[config.mk]
export PLATFORM = sky130hd
export DESIGN_NAME = adc_alert_and_config_regs
export DESIGN_NICKNAME = d
export VERILOG_FILES = /design/src/hdl/adc_alert_pkg.sv /design/src/hdl/adc_alert_and_config_regs.sv /design/src/hdl/conv_timer.sv
export VERILOG_INCLUDE_DIRS = /design/src /design/src/hdl
export SDC_FILE = /design/constraint.sdc
export NUM_CORES = 1
export LEC_CHECK = 0
export BUFFER_PORTS_ARGS = -buffer_cell sky130_fd_sc_hd__buf_2
export CAP_MARGIN = 20
export CORE_AREA = 2 2 117 119
export CTS_BUF_LIST = sky130_fd_sc_hd__clkbuf_4
export CTS_CLUSTER_SIZE = 24
export DETAILED_ROUTE_END_ITERATION = 12
export DIE_AREA = 0 0 119 121
export PLACE_DENSITY_LB_ADDON = 0.08
export RECOVER_POWER = 50
export SYNTH_ARGS = -nofsm -noshare
export SYNTH_HDL_FRONTEND = slang
export SYNTH_SLANG_ARGS = --single-unit
[constraint.sdc]
create_clock -name clock_in -period 9.4 [get_ports clock_in]
set_input_delay 1.88 -clock clock_in [delete_from_list [all_inputs] [get_ports clock_in]]
set_output_delay 1.88 -clock clock_in [all_outputs]
set_load 0.005 [all_outputs]
[src/hdl/adc_alert_consts.svh]
// Register offsets, field positions, reset values and timing counts
`ifndef ADC_ALERT_CONSTS_SVH
`define ADC_ALERT_CONSTS_SVH
`define PTR_RESULT        3'h0
`define PTR_FLAGS         3'h1
`define PTR_SETUP         3'h2
`define PTR_LOWER         3'h3
`define PTR_UPPER         3'h4
`define PTR_HYST          3'h5
`define RESULT_RESET      16'h0000
`define FLAGS_RESET       8'h00
`define SETUP_RESET       8'h00
`define LOWER_RESET       12'h000
`define UPPER_RESET       12'hFFF
`define HYST_RESET        12'h000
`define BIT_OVER          1
`define BIT_UNDER         0
`define BIT_HOLD          4
`define BIT_IND_EN        3
`define BIT_PIN_EN        2
`define BIT_RSVD          1
`define BIT_POL           0
`define CYC_HI            7
`define CYC_LO            5
`define SETUP_WMASK       8'hFD
`define FLAGS_WMASK       8'h03
// Conversion period in ns and its cycle count at the 40 ns clock (round up)
`define T_CONVERT_NS      1000
`define CLK_PERIOD_NS     40
`define CONV_CYCLES       ((`T_CONVERT_NS + `CLK_PERIOD_NS - 1) / `CLK_PERIOD_NS)
`define BASE_MULT_LOG2    5
`endif

[src/hdl/adc_alert_pkg.sv]
// Types shared by the alert and configuration register block
package adc_alert_pkg;
  typedef struct packed {
    logic       wr;
    logic       rd;
    logic       ptr_load;
    logic [7:0] data;
  } reg_req_t;

  typedef struct packed {
    logic       valid;
    logic [11:0] code;
  } conv_done_t;
endpackage : adc_alert_pkg

[src/hdl/adc_alert_and_config_regs.sv]
// Result, alert flag and setup registers of the 12-bit converter
// Summary of operation
// - Result register at pointer 0 is read-only, resets zero, bits 14:12 read zero.
// - Result bit 15 shows either alert flag when indicator enabled, else zero.
// - Result bits 11:0 hold the unsigned 12-bit conversion code, MSB bit 11.
// - Alert flags at pointer 1 reset zero; bits 7:2 read zero, written zero.
// - Over-range flag bit 1 sets when result exceeds upper limit.
// - Under-range flag bit 0 sets when result is below lower limit.
// - Writing one clears a flag; writing zero leaves it.
// - Unlatched, over flag clears when result below upper minus hysteresis margin.
// - Unlatched, under flag clears when result above lower plus hysteresis margin.
// - Latched flags never self-clear; only a one write clears them.
// - Setup at pointer 2 resets zero; bit 1 reads zero, written zero.
// - Setup bits 7:5 zero disable auto mode; non-zero starts repeated conversions.
// - Auto interval is conversion period times 32, doubling per code to 2048.
// - Setup bit 4 selects latching; zero allows hysteresis self-clear.
// - Setup bit 3 enables the alert indicator bit 15.
// - Setup bit 2 enables the alert pin; zero leaves it undriven.
// - Setup bit 0 sets alert polarity: zero active low, one active high.
// - First write byte loads the pointer; only low three bits select.
// - A conversion starts on a result read and periodically in auto mode; starts while busy fold into one.
`timescale 1ns/1ps
`include "adc_alert_consts.svh"
module adc_alert_and_config_regs
  import adc_alert_pkg::*;
(
  // Clock and reset
  input  wire logic        clock_in,
  input  wire logic        rst_in,
  // Byte requests from the serial engine
  input  wire reg_req_t    req_in,
  output logic [7:0]       rd_hi_out,
  output logic [7:0]       rd_lo_out,
  // Limit registers, also written over the serial engine
  input  wire logic        lim_wr_in,
  input  wire logic [11:0] lim_data_in,
  // Converter handshake
  output logic             conv_start_out,
  input  wire conv_done_t  conv_in,
  // Alert pin
  output logic             alert_o_out,
  output logic             alert_oe_out
);
  typedef enum logic [2:0] {
    IDLE = 3'b001,
    BUSY = 3'b010,
    DONE = 3'b100
  } conv_state_t;

  conv_state_t state;
  conv_state_t next_state;
  logic [2:0]  pointer;
  logic [11:0] result_code;
  logic [1:0]  flags;
  logic [7:0]  setup;
  logic [11:0] lower_limit;
  logic [11:0] upper_limit;
  logic [11:0] hysteresis_margin;
  logic        auto_tick;
  logic        start_req;
  logic        pending;

  wire [1:0]  next_flags;
  wire        over_set;
  wire        under_set;
  wire        over_clr;
  wire        under_clr;
  wire        latched;
  wire        any_flag;
  wire        sel_flags_wr;
  wire        sel_setup_wr;
  wire [15:0] result_word;
  wire [15:0] read_word;
  wire [12:0] over_thresh;
  wire [12:0] under_thresh;
  wire        sel_lower_wr;
  wire        sel_upper_wr;
  wire        sel_hyst_wr;
  wire        at_result;
  wire        at_flags;
  wire        at_setup;
  wire        at_lower;
  wire        at_upper;
  wire        at_hyst;
  wire        launch;
  wire        next_pending;

  function automatic [15:0] pad12(input logic [11:0] v);
    pad12 = {4'h0, v};
  endfunction : pad12

  // One pointer decoder shared by reads and writes keeps them in step
  function automatic logic ptr_is(input logic [2:0] ptr, input logic [2:0] sel);
    ptr_is = (ptr == sel);
  endfunction : ptr_is

  always_ff @(posedge clock_in)
  begin
    if (rst_in)
      pointer <= `PTR_RESULT;
    else if (req_in.ptr_load)
      pointer <= req_in.data[2:0];
  end

  assign at_result    = ptr_is(pointer, `PTR_RESULT);
  assign at_flags     = ptr_is(pointer, `PTR_FLAGS);
  assign at_setup     = ptr_is(pointer, `PTR_SETUP);
  assign at_lower     = ptr_is(pointer, `PTR_LOWER);
  assign at_upper     = ptr_is(pointer, `PTR_UPPER);
  assign at_hyst      = ptr_is(pointer, `PTR_HYST);
  assign sel_flags_wr = req_in.wr && !req_in.ptr_load && at_flags;
  assign sel_setup_wr = req_in.wr && !req_in.ptr_load && at_setup;
  // Limits arrive on the side port once the pointer byte has picked one
  assign sel_lower_wr = lim_wr_in && at_lower;
  assign sel_upper_wr = lim_wr_in && at_upper;
  assign sel_hyst_wr  = lim_wr_in && at_hyst;

  always_ff @(posedge clock_in)
  begin
    if (rst_in)
      setup <= `SETUP_RESET;
    else if (sel_setup_wr)
      setup <= req_in.data & `SETUP_WMASK;
  end

  always_ff @(posedge clock_in)
  begin
    if (rst_in)
      lower_limit <= `LOWER_RESET;
    else if (sel_lower_wr)
      lower_limit <= lim_data_in;
  end

  always_ff @(posedge clock_in)
  begin
    if (rst_in)
      upper_limit <= `UPPER_RESET;
    else if (sel_upper_wr)
      upper_limit <= lim_data_in;
  end

  always_ff @(posedge clock_in)
  begin
    if (rst_in)
      hysteresis_margin <= `HYST_RESET;
    else if (sel_hyst_wr)
      hysteresis_margin <= lim_data_in;
  end

  // interval timer runs only for non-zero code
  conv_timer u_timer (
    .clock_in      (clock_in),
    .rst_in        (rst_in),
    .cycle_code_in (setup[`CYC_HI:`CYC_LO]),
    .tick_out      (auto_tick)
  );

  // result read or auto tick starts a conversion
  assign start_req = (req_in.rd && !req_in.ptr_load && at_result) || auto_tick;

  // Starts that arrive while busy fold into one pending conversion
  assign launch       = (state == IDLE) && (start_req || pending);
  assign next_pending = (state != IDLE) && (pending || start_req);

  always_comb
  begin
    next_state = state;
    case (state)
      IDLE:
      begin
        if (launch)
          next_state = BUSY;
      end
      BUSY:
      begin
        if (conv_in.valid)
          next_state = DONE;
      end
      DONE:
      begin
        next_state = IDLE;
      end
      default:
      begin
        next_state = IDLE;
      end
    endcase
  end

  always_ff @(posedge clock_in)
  begin
    if (rst_in)
      state <= IDLE;
    else
      state <= next_state;
  end

  always_ff @(posedge clock_in)
  begin
    if (rst_in)
      pending <= 1'b0;
    else
      pending <= next_pending;
  end

  // Registered so the analog side sees a clean one-cycle start
  always_ff @(posedge clock_in)
  begin
    if (rst_in)
      conv_start_out <= 1'b0;
    else
      conv_start_out <= launch;
  end

  always_ff @(posedge clock_in)
  begin
    if (rst_in)
      result_code <= 12'(`RESULT_RESET);
    else if (state == BUSY && conv_in.valid)
      result_code <= conv_in.code;
  end

  assign over_set  = (state == DONE) && (result_code > upper_limit);
  assign under_set = (state == DONE) && (result_code < lower_limit);
  // Wide sums so a margin near full scale cannot wrap around
  assign over_thresh  = {1'b0, upper_limit} - {1'b0, hysteresis_margin};
  assign under_thresh = {1'b0, lower_limit} + {1'b0, hysteresis_margin};
  assign latched   = setup[`BIT_HOLD];
  // over self-clear below upper minus margin
  assign over_clr  = (state == DONE) && !latched && !over_thresh[12]
                     && ({1'b0, result_code} < over_thresh);
  // under self-clear above lower plus margin
  assign under_clr = (state == DONE) && !latched && ({1'b0, result_code} > under_thresh);

  // write one clears, set wins over clear
  // latched flags clear only by write
  assign next_flags[`BIT_OVER]  = over_set ||
    (flags[`BIT_OVER] && !over_clr && !(sel_flags_wr && req_in.data[`BIT_OVER]));
  assign next_flags[`BIT_UNDER] = under_set ||
    (flags[`BIT_UNDER] && !under_clr && !(sel_flags_wr && req_in.data[`BIT_UNDER]));

  always_ff @(posedge clock_in)
  begin
    if (rst_in)
      flags <= 2'(`FLAGS_RESET & `FLAGS_WMASK);
    else
      flags <= next_flags;
  end

  assign any_flag = |flags;
  assign result_word = {any_flag && setup[`BIT_IND_EN], 3'h0, result_code};
  // Pointers 6 and 7 read zero; no minimum or maximum is kept
  // flags reserved bits read zero
  assign read_word = at_result ? result_word :
                     at_flags  ? {14'h0, flags} :
                     at_setup  ? {8'h00, setup} :
                     at_lower  ? pad12(lower_limit) :
                     at_upper  ? pad12(upper_limit) :
                     at_hyst   ? pad12(hysteresis_margin) : 16'h0000;

  always_ff @(posedge clock_in)
  begin
    if (rst_in)
    begin
      rd_hi_out <= 8'h00;
      rd_lo_out <= 8'h00;
    end
    else
    begin
      rd_hi_out <= read_word[15:8];
      rd_lo_out <= read_word[7:0];
    end
  end

  always_ff @(posedge clock_in)
  begin
    if (rst_in)
    begin
      alert_o_out  <= 1'b0;
      alert_oe_out <= 1'b0;
    end
    else
    begin
      alert_oe_out <= setup[`BIT_PIN_EN];
      alert_o_out  <= any_flag ~^ setup[`BIT_POL];
    end
  end
endmodule : adc_alert_and_config_regs

[src/hdl/conv_timer.sv]
// Automatic conversion interval timer
`timescale 1ns/1ps
`include "adc_alert_consts.svh"
module conv_timer
  import adc_alert_pkg::*;
(
  // Clock and reset
  input  wire logic       clock_in,
  input  wire logic       rst_in,
  // Interval select from the setup register
  input  wire logic [2:0] cycle_code_in,
  // One-cycle start request
  output logic            tick_out
);
  logic [21:0] count;
  logic [21:0] limit;
  logic        enabled;

  assign enabled = (cycle_code_in != 3'h0);
  assign limit = 22'((`CONV_CYCLES) << (`BASE_MULT_LOG2 + cycle_code_in - 1)) - 22'h1;

  always_ff @(posedge clock_in)
  begin
    if (rst_in || !enabled)
    begin
      count    <= 22'h0;
      tick_out <= 1'b0;
    end
    else if (count >= limit)
    begin
      count    <= 22'h0;
      tick_out <= 1'b1;
    end
    else
    begin
      count    <= count + 22'h1;
      tick_out <= 1'b0;
    end
  end
endmodule : conv_timer

Yosys cells after proc, flatten, opt, wreduce, memory -nomap -nowiden
Cells that the tools add are included.
{ "op_classes": {"n_lt_le_gt_ge": 5, "n_div": 0, "bitwise": 1, "mux": 10, "shifts": 1, "addsub": 6, "n_mul": 0, "eq_ne": 11, "reduce_logical": 43} }
{ "op_table": {"columns": ["cell", "count"], "rows": [
  ["$mux W12", 5],
  ["$shl A5 B32 Y22 const A", 1],
  ["$sub A32 B1 Y32 const B", 1],
  ["$logic_and A1 B1 Y1", 24],
  ["$add A22 B1 Y22 const B", 1],
  ["$ge A22 B22 Y1", 1],
  ["$sub A22 B1 Y22 const B", 1],
  ["$mux W16", 1],
  ["$add A12 B12 Y13", 1],
  ["$gt A12 B13 Y1", 1],
  ["$lt A12 B13 Y1", 1],
  ["$sub A12 B12 Y13", 1],
  ["$gt A12 B12 Y1", 1],
  ["$lt A12 B12 Y1", 1],
  ["$eq A3 B2 Y1 const B", 3],
  ["$eq A3 B3 Y1 const B", 3],
  ["$logic_not A1 Y1", 8],
  ["$eq A3 B1 Y1 const B", 2],
  ["$mux W3", 2],
  ["$pmux W3 S2", 1],
  ["$reduce_or A6 Y1", 1],
  ["$logic_or A1 B1 Y1", 5],
  ["$add A3 B3 Y4 const A", 1],
  ["$ne A2 B2 Y1 const B", 2],
  ["other kinds (7)", 8]
]} }
{ "word_totals": {"reg_bits": 106, "ramBits": 0, "output_inout_bits": 19, "latchBits": 0, "rom_bits": 0, "memories": 0} }

Longest topological paths before layout
Gate-level depths: netlist of the first run.
{ "depth": {"ltp_word": 8, "ltp_mapped": 23, "mapped_depth_nobuf": 19} }

Cells and area by module
A second synthesis of the first run with hierarchy kept.
{ "unflattened": {"cells_unflattened": 831, "hier_area_um2": 6972.9} }
{ "by_module_without_submodules": {"columns": ["mod", "seq_area_each_um2", "cells_each", "instances", "area_each_um2"], "rows": [
  ["adc_alert_and_config_regs", 1601.5, 657, 1, 5346.4],
  ["conv_timer", 460.4, 174, 1, 1626.6]
]} }

Worst setup path before layout of the first run
Ideal clock, no wire load.
{ "synth_timing": {"kind": "register to register", "startpoint": "register setup[5]", "endpoint": "register u_timer.count[19]", "arrival_time_ns": 4.641, "stages_incl_launch_ff": 24, "synth_period_minus_slack_ns": 4.706, "setup_slack_ns": 4.694, "setup_ns": 0.065, "n_path_buf": 4, "cell_sequence": "dfxtp_1 -> buf_2 -> inv_1 -> ha_1 -> buf_6 -> nor3_1 -> ha_1 -> and2_1 -> clkbuf_1 -> nand2_1 -> ha_1 -> a21boi_2 -> o211ai_2 -> a2111oi_4 -> nand3_1 -> xor2_1 -> ha_1 -> o21ai_0 -> o21ai_0 -> a221o_1 -> a21oi_1 -> nand2_1 -> clkbuf_1 -> nor2_1"} }
{ "synth_via": {"elab_chain_cells": 6, "word_cells_on_any_way": 9, "cone_classes": "add/sub: 3; order compare: 1; shift: 1; reduce/logical: 4"} }
{ "synth_rtl": {"columns": ["element", "line", "rtl"], "rows": [
  ["start, declared", "adc_alert_and_config_regs.sv:55", "logic [7:0] setup;"],
  ["start signal, assigned", "adc_alert_and_config_regs.sv:121", "setup <= `SETUP_RESET;"],
  ["start signal, assigned", "adc_alert_and_config_regs.sv:123", "setup <= req_in.data & `SETUP_WMASK;"],
  ["$add A3 B3 Y4 (no line)", null, null],
  ["$sub A32 B1 Y32 (no line)", null, null],
  ["$shl A5 B32 Y22", "conv_timer.sv:20", "assign limit = 22'((`CONV_CYCLES) << (`BASE_MULT_LOG2 + cycle_code_in - 1)) - 22'h1;"],
  ["$sub A22 B1 Y22", "conv_timer.sv:20", null],
  ["$ge A22 B22 Y1", "conv_timer.sv:29", "else if (count >= limit)"],
  ["$reduce_or A2 Y1 (no line) *", null, null],
  ["end signal, assigned", "conv_timer.sv:36", "count <= count + 22'h1;"],
  ["end, declared", "conv_timer.sv:15", "logic [21:0] count;"]
]} }
Every way passes the cells marked *; elsewhere a longest branch is shown, timed or not.
A chain may end at the register's enable or synchronous reset.

Worst setup path after layout of the first run
{ "layout_timing": {"startpoint": "register setup[5]", "endpoint": "register u_timer.count[13]"} }
The elaborated chain is that of the path after synthesis.

==> metrics.csv, run 1 <==
metric,value,unit
run status,"finished, violations left",
violated checks,"capacitance limit, slew limit",
setup slack after layout,3.76,ns
worst r2r src,setup[5]$_SDFFE_PP0P_,
largest net degree at the start of global routing,85,
"Reg clk slew, reported paths",0.18,ns
Gate power share,12.6,%
vias per inst,5.97,
Ports,58,
fill cell count,1254,
Max Freq,177,MHz
worst hold path depth,1,
H-tree levels,3,
DIE AREA,0.0144,mm^2
Setup TNS,0,ns
fin crit share,60.0,%
worst path bufs/invs,1,
most frequent CP cell,ha_1,
Worst Path Required,9.83,ns
WL per Instance,18.1,um
CTS Buf Count,9,
Final Critical Period,5.64,ns
cell taking the most area after synthesis,dfxtp_1,
Ys Warns,0,
Hold EP,rd_hi_out[7]$_SDFF_PP0_,
max incr delay on CP,0.63,ns
Fin Clk Skew,0.0161,ns
max_slew headroom,-145,%
crit end category,flip-flop,
dpl cell area,0.00786,mm^2
vias post-DR,6855,
Seq pwr share,57.9,%
worst-case clock buffer depth,2,
die span in x,119,um
hold crit path type,flip-flop to flip-flop,
multi-input logic area,0.00509,mm^2
GPL Wtd Cong,0.932,
Port-buffer cells,54,
setup slack at placement,3.83,ns
"Primary FF master, synth",dfxtp_1,
critical path class,flip-flop to flip-flop,
Clock Power Share,29.5,%
Starting Density,57.3,%
hold_ws,0.519,ns
Final Cell Area,0.00800,mm^2
slack of the worst reg-to-reg path,3.76,ns
Total GRT Usage,30.0,%
Util after Layout,61.1,%
DPL Wire Length,16300,um
drt pass-1 iters,5,
crit start category,flip-flop,
first-pass GRT wire length,33900,um
drt total wl,20800,um
hold buffers post-CTS,0,
hold_sp,setup[3]$_SDFFE_PP0P_,
leakage power,3.41,nW
"Clk Latency, worst-skew pair",0.49,ns
final hold viol count,0,
RSZ-0062 raised after global routing,false,
Register-to-Register Path Depth,19,
# Post-CTS Setup Buffers,0,
CP Max Fanout,21,
vias in the first global route,6509,
top-area cell type share of the netlist area,27.5,%
ys async rst share,0,%
Net Switching,0.239,mW
"Arr. time, crit path",6.07,ns
cells along the critical path,"inv_1, ha_1, nor3_1, ha_1, and2_1, nand2_1, ha_1, a21boi_2, o211ai_2, a2111oi_4, nand3_1, xor2_1, ha_1, o21ai_0, o21ai_0, a221o_1, a21oi_1, nand2_1, nor2_1",
initial detailed-routing violation count,480,
number of routed nets with antenna violations,0,
slowest library cell on the worst path,dfxtp_1,
Mapped Cells,934,
P&R area growth vs syn,6.66,%
row cnt,42,
Netlist cell types,69,
Sw Ratio,30.5,%
critical path's top delay family,compound AO/OA/AOI/OAI gates,
actual slew at the worst max-slew pin,3.68,ns
Overflow after GRT,0,
"Seq/Total Area, Yosys",27.5,%
clk sinks,103,
Syn Area/Cell,8.03,um^2
Reg area,0.00206,mm^2
"EDFF count, synth",0,
max-cap viol count,1,
initial antenna violation count,1,
VDD IR max,0.0877,mV
Final Max Slew Viols,85,
Mapped Area,0.00750,mm^2
root buffer cell,clkbuf_4,
Pwr per Cell Area,98.0,mW/mm^2
cts repair resizes,0,
final setup fails,0,
most area-consuming cells after synthesis,"dfxtp_1 (28%), ha_1 (16%), nand2_1 (7.1%), a21oi_1 (5.5%), xor2_1 (4.4%)",
synthesized flop and latch total,103,
Final Net Count,1105,
Cell Int Power,0.545,mW
FF-to-FF End,u_timer.count[13]$_SDFF_PP0_,
# DRC,0,
CTS tree,yes,
area of the core,0.0131,mm^2
layout cells sized above 1,9.98,%
die height,121,um
-- Yosys cell counts, drive strengths merged (17+ instances only) --
master  instances
nand2         141
o21ai          35
clkbuf         29
mux2i          18
nand3          25
dfxtp         103
o21a           17
inv            48
nor2           77
a21oi          82
ha             97
xor2           38
-- logic make-up (layout without fill, tap and decap cells) --
kind of cell	after synthesis	count (layout)	synth area share (%)
other	1	4	0.0500
adders and majority gates	99	99	16.7
buffers and inverters	88	124	4.82
and+or+nand+nor	347	347	22.1
muxes	24	24	3.65
DFF	103	103	27.5
AOI/OAI and AO/OA	221	221	19.2
xor gates and xnor gates	51	51	5.96
-- cell usage in the layout, fill, tap and decap left out, drive strengths merged, types with 9 or more instances in the layout --
cell type / n
mux2i: 18
a22oi: 9
and3: 9
a21oi: 82
o211ai: 9
ha: 97
nand2b: 10
nor3: 15
nand3: 25
o21ai: 35
a211oi: 10
dfxtp: 103
clkbuf: 10
nand4: 16
xor2: 38
xnor2: 13
a21o: 13
nor2: 77
nand2: 141
inv: 50
o21a: 17
nor2b: 16
nand3b: 13
buf: 59
-- worst register-to-register path, cell delays in order (launching register included) --
cell and delay [ns]:
dfxtp_1 0.63, inv_1 0.18, ha_1 0.48, nor3_1 0.23, ha_1 0.37, and2_1 0.30
nand2_1 0.13, ha_1 0.19, a21boi_2 0.29, o211ai_2 0.19, a2111oi_4 0.49, nand3_1 0.14
xor2_1 0.17, ha_1 0.30, o21ai_0 0.14, o21ai_0 0.10, a221o_1 0.35, a21oi_1 0.19
nand2_1 0.46, nor2_1 0.24
-- flip-flops by register name, summed over array words and instances (netlist names) --
signal	flops
alert_o_out	1
alert_oe_out	1
conv_start_out	1
flags	2
hysteresis_margin	12
lower_limit	12
pending	1
pointer	3
rd_hi_out	5
rd_lo_out	8
result_code	12
setup	7
state	3
u_timer.count	22
u_timer.tick_out	1
upper_limit	12
-- power groups by stage --
stage	Combinational, mW	Clock, mW	Sequential, mW
after floorplan	0.0672	0	0.458
after global placement	0.0974	0	0.462
after global routing	0.110	0.251	0.454
after CTS	0.0981	0.236	0.453
final	0.0991	0.231	0.453
after detailed placement	0.0976	0	0.462
-- how the worst max path moves through the flow --
| stage | from | end | cells past startpoint | slack [ns] |
|---|---|---|---|---|
| after detailed placement | setup[5]$_SDFFE_PP0P_ | u_timer.count[13]$_SDFF_PP0_ | 19 | 3.83 |
| after global routing | setup[5]$_SDFFE_PP0P_ | u_timer.count[5]$_SDFF_PP0_ | 19 | 3.15 |
| after floorplan | setup[5]$_SDFFE_PP0P_ | u_timer.count[19]$_SDFF_PP0_ | 23 | 4.69 |
| after global placement | setup[5]$_SDFFE_PP0P_ | u_timer.count[3]$_SDFF_PP0_ | 19 | 3.99 |
| after CTS | setup[5]$_SDFFE_PP0P_ | u_timer.count[13]$_SDFF_PP0_ | 19 | 3.78 |
| final | setup[5]$_SDFFE_PP0P_ | u_timer.count[13]$_SDFF_PP0_ | 19 | 3.76 |
-- area by class of cell --
type                            count  area share (%)
Clock buffer                        9           0.845
Timing Repair Buffer               60            3.86
Clock inverter                      7           0.845
Antenna cell                        1          0.0313
Inverter                           48            2.25
Tap cell                          176            2.75
Multi-Input combinational cell    745            63.6
Sequential cell                   103            25.8
-- routing by layer --
metal / global-route usage (%) / vias up / share of wire, %
li1: - / 3379 / -
met1: 38.7 / 3202 / 44
met2: 50.1 / 226 / 46
met3: 4.23 / 48 / 5.3
met4: 13.2 / 0 / 4.1
met5: 0 / - / 0
-- stage by stage --
stage                     total power, mW  cells
after floorplan                     0.525    936
after global placement              0.559   1131
after detailed placement            0.560   1131
after CTS                           0.787   1147
after global routing                0.815   1149
final                               0.783   1149
(Power assumes the default switching activity.)
==> run 2, diff against run 1 <==
clock period = 5.7 ns   (was 9.4 ns; I/O delays follow)
==> metrics.csv, run 2 (synthesis gave the netlist of run 1 again) <==
metric,value,unit
run status,"finished, violations left",
violated checks,"capacitance limit, slew limit",
number of routed nets with antenna violations,0,
Cells after DPL,1134,
hold crit path type,flip-flop to flip-flop,
Final Critical Period,5.13,ns
root buffer cell,clkbuf_4,
Fin Clk Skew,0.0159,ns
largest net degree at the start of global routing,53,
slowest library cell on the worst path,dfxtp_1,
initial detailed-routing violation count,444,
max_slew headroom,-54.7,%
actual slew at the worst max-slew pin,2.32,ns
WL per Instance,18.3,um
Clock Power Share,29.4,%
max incr delay on CP,0.53,ns
final setup fails,0,
worst path bufs/invs,2,
Final Max Slew Viols,53,
vias post-DR,6873,
die span in x,119,um
Gate power share,12.6,%
worst-case clock buffer depth,2,
Port-buffer cells,54,
critical path's top delay family,compound AO/OA/AOI/OAI gates,
DIE AREA,0.0144,mm^2
VDD IR max,0.181,mV
RSZ-0062 raised after global routing,false,
max-cap viol count,1,
DPL Wire Length,16400,um
crit start category,flip-flop,
vias per inst,5.97,
CTS tree,yes,
Sw Ratio,27.3,%
Max Freq,195,MHz
Total GRT Usage,30.0,%
initial antenna violation count,1,
row cnt,42,
total chip power,1.29,mW
Overflow after GRT,0,
"commonest non-fill, non-tap cell in the layout",nand2_1,
final hold viol count,0,
Pwr per Cell Area,161,mW/mm^2
hold_sp,hysteresis_margin[2]$_SDFFE_PP0P_,
Ports,58,
"Clk Latency, worst-skew pair",0.48,ns
drt pass-1 iters,6,
first-pass GRT wire length,33700,um
H-tree levels,3,
# DRC,0,
Net Switching,0.352,mW
critical path class,flip-flop to flip-flop,
# Post-CTS Setup Buffers,0,
Cell Int Power,0.937,mW
leakage power,3.37,nW
CP Max Fanout,12,
CTS Buf Count,9,
cts repair resizes,0,
GPL Wtd Cong,0.945,
Seq pwr share,57.9,%
crit end category,flip-flop,
fin crit share,90.1,%
die height,121,um
worst r2r src,setup[6]$_SDFFE_PP0P_,
Reg with most FFs,u_timer.count,
clk sinks,103,
max reg flops,22,
Final Net Count,1108,
"commonest non-fill, non-tap cells in the layout","nand2_1 (141), dfxtp_1 (103), ha_1 (97)",
cells along the critical path,"inv_1, ha_1, nor3_1, ha_1, and2_1, nand2_1, ha_1, a21boi_2, o211ai_2, a2111oi_4, nand3_1, xor2_1, ha_1, o21ai_0, o21ai_0, a221o_1, a21oi_1, nand2_1, buf_4, nor2_1",
hold buffers post-CTS,0,
P&R area growth vs syn,6.68,%
area of the core,0.0131,mm^2
drt total wl,21100,um
"Reg clk slew, reported paths",0.15,ns
CP Launch Point,setup[6]$_SDFFE_PP0P_,
Non-Filler Instances,1151,
vias in the first global route,6388,
most frequent CP cell,ha_1,
"Arr. time, crit path",5.56,ns
Worst Path Required,6.12,ns
Setup TNS,0,ns
layout cells sized above 1,8.83,%
Starting Density,57.3,%
## run 2: cell types whose count changed in the layout (fill, tap and decap cells not counted), sizes merged
cell and delta:
clkbuf +15, clkinv -3, inv -2, buf -10, clkinvlp +1, bufinv +1
## run 2: cell type report
| type | count | area [um^2] |
|---|---|---|
| fill | 1244 | 5090 |
| clock buffer | 11 | 82.6 |
| clock inverter | 4 | 47.5 |
| multi-input combinational | 745 | 5090 |
| antenna | 1 | 2.50 |
| sequential | 103 | 2060 |
| timing repair buffer | 63 | 315 |
| inverter | 48 | 180 |
| tap | 176 | 220 |
## run 2: final timing paths
| check | slack [ns] | depth (start not counted) | endpoint |
|---|---|---|---|
| max | 0.57 | 20 | u_timer.count[10]$_SDFF_PP0_ |
| min | 0.52 | 2 | hysteresis_margin[2]$_SDFFE_PP0P_ |
| max reg2reg | 0.57 | 20 | u_timer.count[10]$_SDFF_PP0_ |
| min reg2reg | 0.52 | 2 | hysteresis_margin[2]$_SDFFE_PP0P_ |
## run 2: worst reg2reg max path: cells and delay by family, from the launching register on
family                     cells  cell delay, ns
AOI/OAI and AO/OA              7            1.74
xor gates and xnor gates       1            0.17
adders and majority gates      4            1.30
buffers and inverters          2            0.32
DFF                            1            0.53
and+or+nand+nor                6            1.00
## run 2: power groups by stage
stage | clock [mW] | sequential [mW] | combinational (mW)
3_3_place_gp | 0 | 0.762 | 0.161
4_1_cts | 0.387 | 0.746 | 0.163
3_5_place_dp | 0 | 0.762 | 0.162
2_1_floorplan | 0 | 0.755 | 0.111
6_report | 0.379 | 0.747 | 0.163
5_1_grt | 0.409 | 0.748 | 0.182
## run 2: through the flow
step	utilization, %	instance area [um^2]	setup WS, ns	hold WS (ns)
2_1_floorplan	-	7500	0.994	0.453
3_3_place_gp	60.2	7880	0.711	0.488
3_5_place_dp	60.2	7880	0.619	0.493
4_1_cts	61.2	8010	0.591	0.521
5_1_grt	61.1	8000	0.104	0.547
6_report	61.1	8000	0.567	0.520
## run 2: per-layer routing
metal,vias to the layer above,routed length (um),track usage [%]
met3,35,1070,4.98
met5,-,0,0
met1,3255,9520,39.3
li1,3384,-,-
met4,0,506,8.85
met2,199,9960,50.8
==> run 3, diff against run 2 <==
REMOVE_ABC_BUFFERS = 1   (was not set)
==> metrics.csv, run 3 (synthesis gave the netlist of run 1 again) <==
metric,value,unit
run status,"finished, violations left",
violated checks,"capacitance limit, slew limit",
critical path class,flip-flop to flip-flop,
Final Critical Period,5.19,ns
row cnt,42,
Setup TNS,0,ns
Starting Density,57.3,%
CTS tree,yes,
"Clk Latency, worst-skew pair",0.50,ns
drt pass-1 iters,5,
"Arr. time, crit path",5.63,ns
Overflow after GRT,0,
vias post-DR,6635,
vias per inst,5.77,
DPL Wire Length,14700,um
layout cells sized above 1,9.96,%
Port-buffer cells,54,
first-pass GRT wire length,30600,um
RSZ-0062 raised after global routing,false,
Fin Clk Skew,0.0180,ns
drt total wl,18900,um
area of the core,0.0131,mm^2
"commonest non-fill, non-tap cells in the layout","nand2_1 (141), dfxtp_1 (103), ha_1 (97)",
initial detailed-routing violation count,490,
WL per Instance,16.4,um
slack of the worst reg-to-reg path,0.51,ns
die height,121,um
hold buffers post-CTS,0,
Ant. Diodes,0,
Total GRT Usage,26.9,%
initial antenna violation count,0,
P&R area growth vs syn,6.86,%
die span in x,119,um
actual slew at the worst max-slew pin,1.87,ns
fin crit share,91.1,%
VDD IR max,0.112,mV
Final Net Count,1107,
clk sinks,103,
# Post-CTS Setup Buffers,0,
fill cell count,1245,
final setup fails,0,
CP Max Fanout,21,
final hold viol count,0,
CTS Buf Count,9,
"Reg clk slew, reported paths",0.17,ns
cts repair resizes,0,
"commonest non-fill, non-tap cell in the layout",nand2_1,
largest net degree at the start of global routing,46,
max reg flops,22,
Cells after DPL,1134,
number of routed nets with antenna violations,0,
GPL Wtd Cong,0.983,
Max Freq,193,MHz
root buffer cell,clkbuf_4,
Ports,58,
max-cap viol count,2,
# DRC,0,
DIE AREA,0.0144,mm^2
max_slew headroom,-24.7,%
leakage power,3.41,nW
hold_ws,0.491,ns
crit start category,flip-flop,
hold crit path type,flip-flop to flip-flop,
Final Max Slew Viols,87,
H-tree levels,3,
Pwr per Cell Area,160,mW/mm^2
Reg with most FFs,u_timer.count,
Worst Path Required,6.14,ns
vias in the first global route,6215,
worst-case clock buffer depth,2,
crit end category,flip-flop,
Non-Filler Instances,1150,
## run 3: metal layers
metal  vias up  global-route usage, %  share of wire, %
met5         -                      0                 0
met4         0                   9.82               2.7
met3        33                   3.71               4.1
met2       125                   48.2                50
met1      3097                   32.8                43
li1       3380                      -                 -
## run 3: cell type report
cell class                      count  area (um^2)  share of cell area, %
Clock buffer                        9         67.6                  0.843
Clock inverter                      7         70.1                  0.875
Inverter                           48          180                   2.25
Multi-Input combinational cell    745         5090                   63.5
Sequential cell                   103         2060                   25.7
Tap cell                          176          220                   2.75
Timing Repair Buffer               62          324                   4.04
## run 3: worst max-delay path, stage by stage, from the launching register on
cell and delay [ns]:
dfxtp_1 0.65, inv_1 0.19, ha_1 0.35, nor3_1 0.18, ha_1 0.37, and2_1 0.30
nand2_1 0.13, ha_1 0.18, a21boi_2 0.28, o211ai_2 0.19, a2111oi_4 0.48, nand3_1 0.15
xor2_1 0.18, ha_1 0.31, o21ai_0 0.13, o21ai_0 0.09, a221o_1 0.35, a21oi_1 0.21
nand2_1 0.08, buf_4 0.21, nor2_1 0.12
## run 3: stage by stage
stage | utilization (%) | area [um^2] | setup WS [ns] | total power, mW
global route | 61.2 | 8010 | 0.0282 | 1.35
finish | 61.2 | 8010 | 0.510 | 1.29
CTS | 61.3 | 8020 | 0.518 | 1.30
global placement | 60.2 | 7880 | 0.686 | 0.918
detailed placement | 60.2 | 7880 | 0.587 | 0.919
floorplan | - | 7320 | 0.865 | 0.854
## run 3: power by group
| part | total, mW | internal (mW) | switching [mW] |
|---|---|---|---|
| clock | 0.381 | 0.104 | 0.277 |
| combinational | 0.157 | 0.0645 | 0.0925 |
| sequential | 0.748 | 0.733 | 0.0148 |
| total | 1.29 | 0.901 | 0.384 |
## run 3: worst paths after layout
| kind | startpoint | end | depth (start not counted) |
|---|---|---|---|
| setup / recovery | setup[5]$_SDFFE_PP0P_ | u_timer.count[8]$_SDFF_PP0_ | 20 |
| hold / removal | lower_limit[10]$_SDFFE_PP0P_ | lower_limit[10]$_SDFFE_PP0P_ | 2 |
| setup reg to reg | setup[5]$_SDFFE_PP0P_ | u_timer.count[8]$_SDFF_PP0_ | 20 |
| hold reg to reg | lower_limit[10]$_SDFFE_PP0P_ | lower_limit[10]$_SDFFE_PP0P_ | 2 |
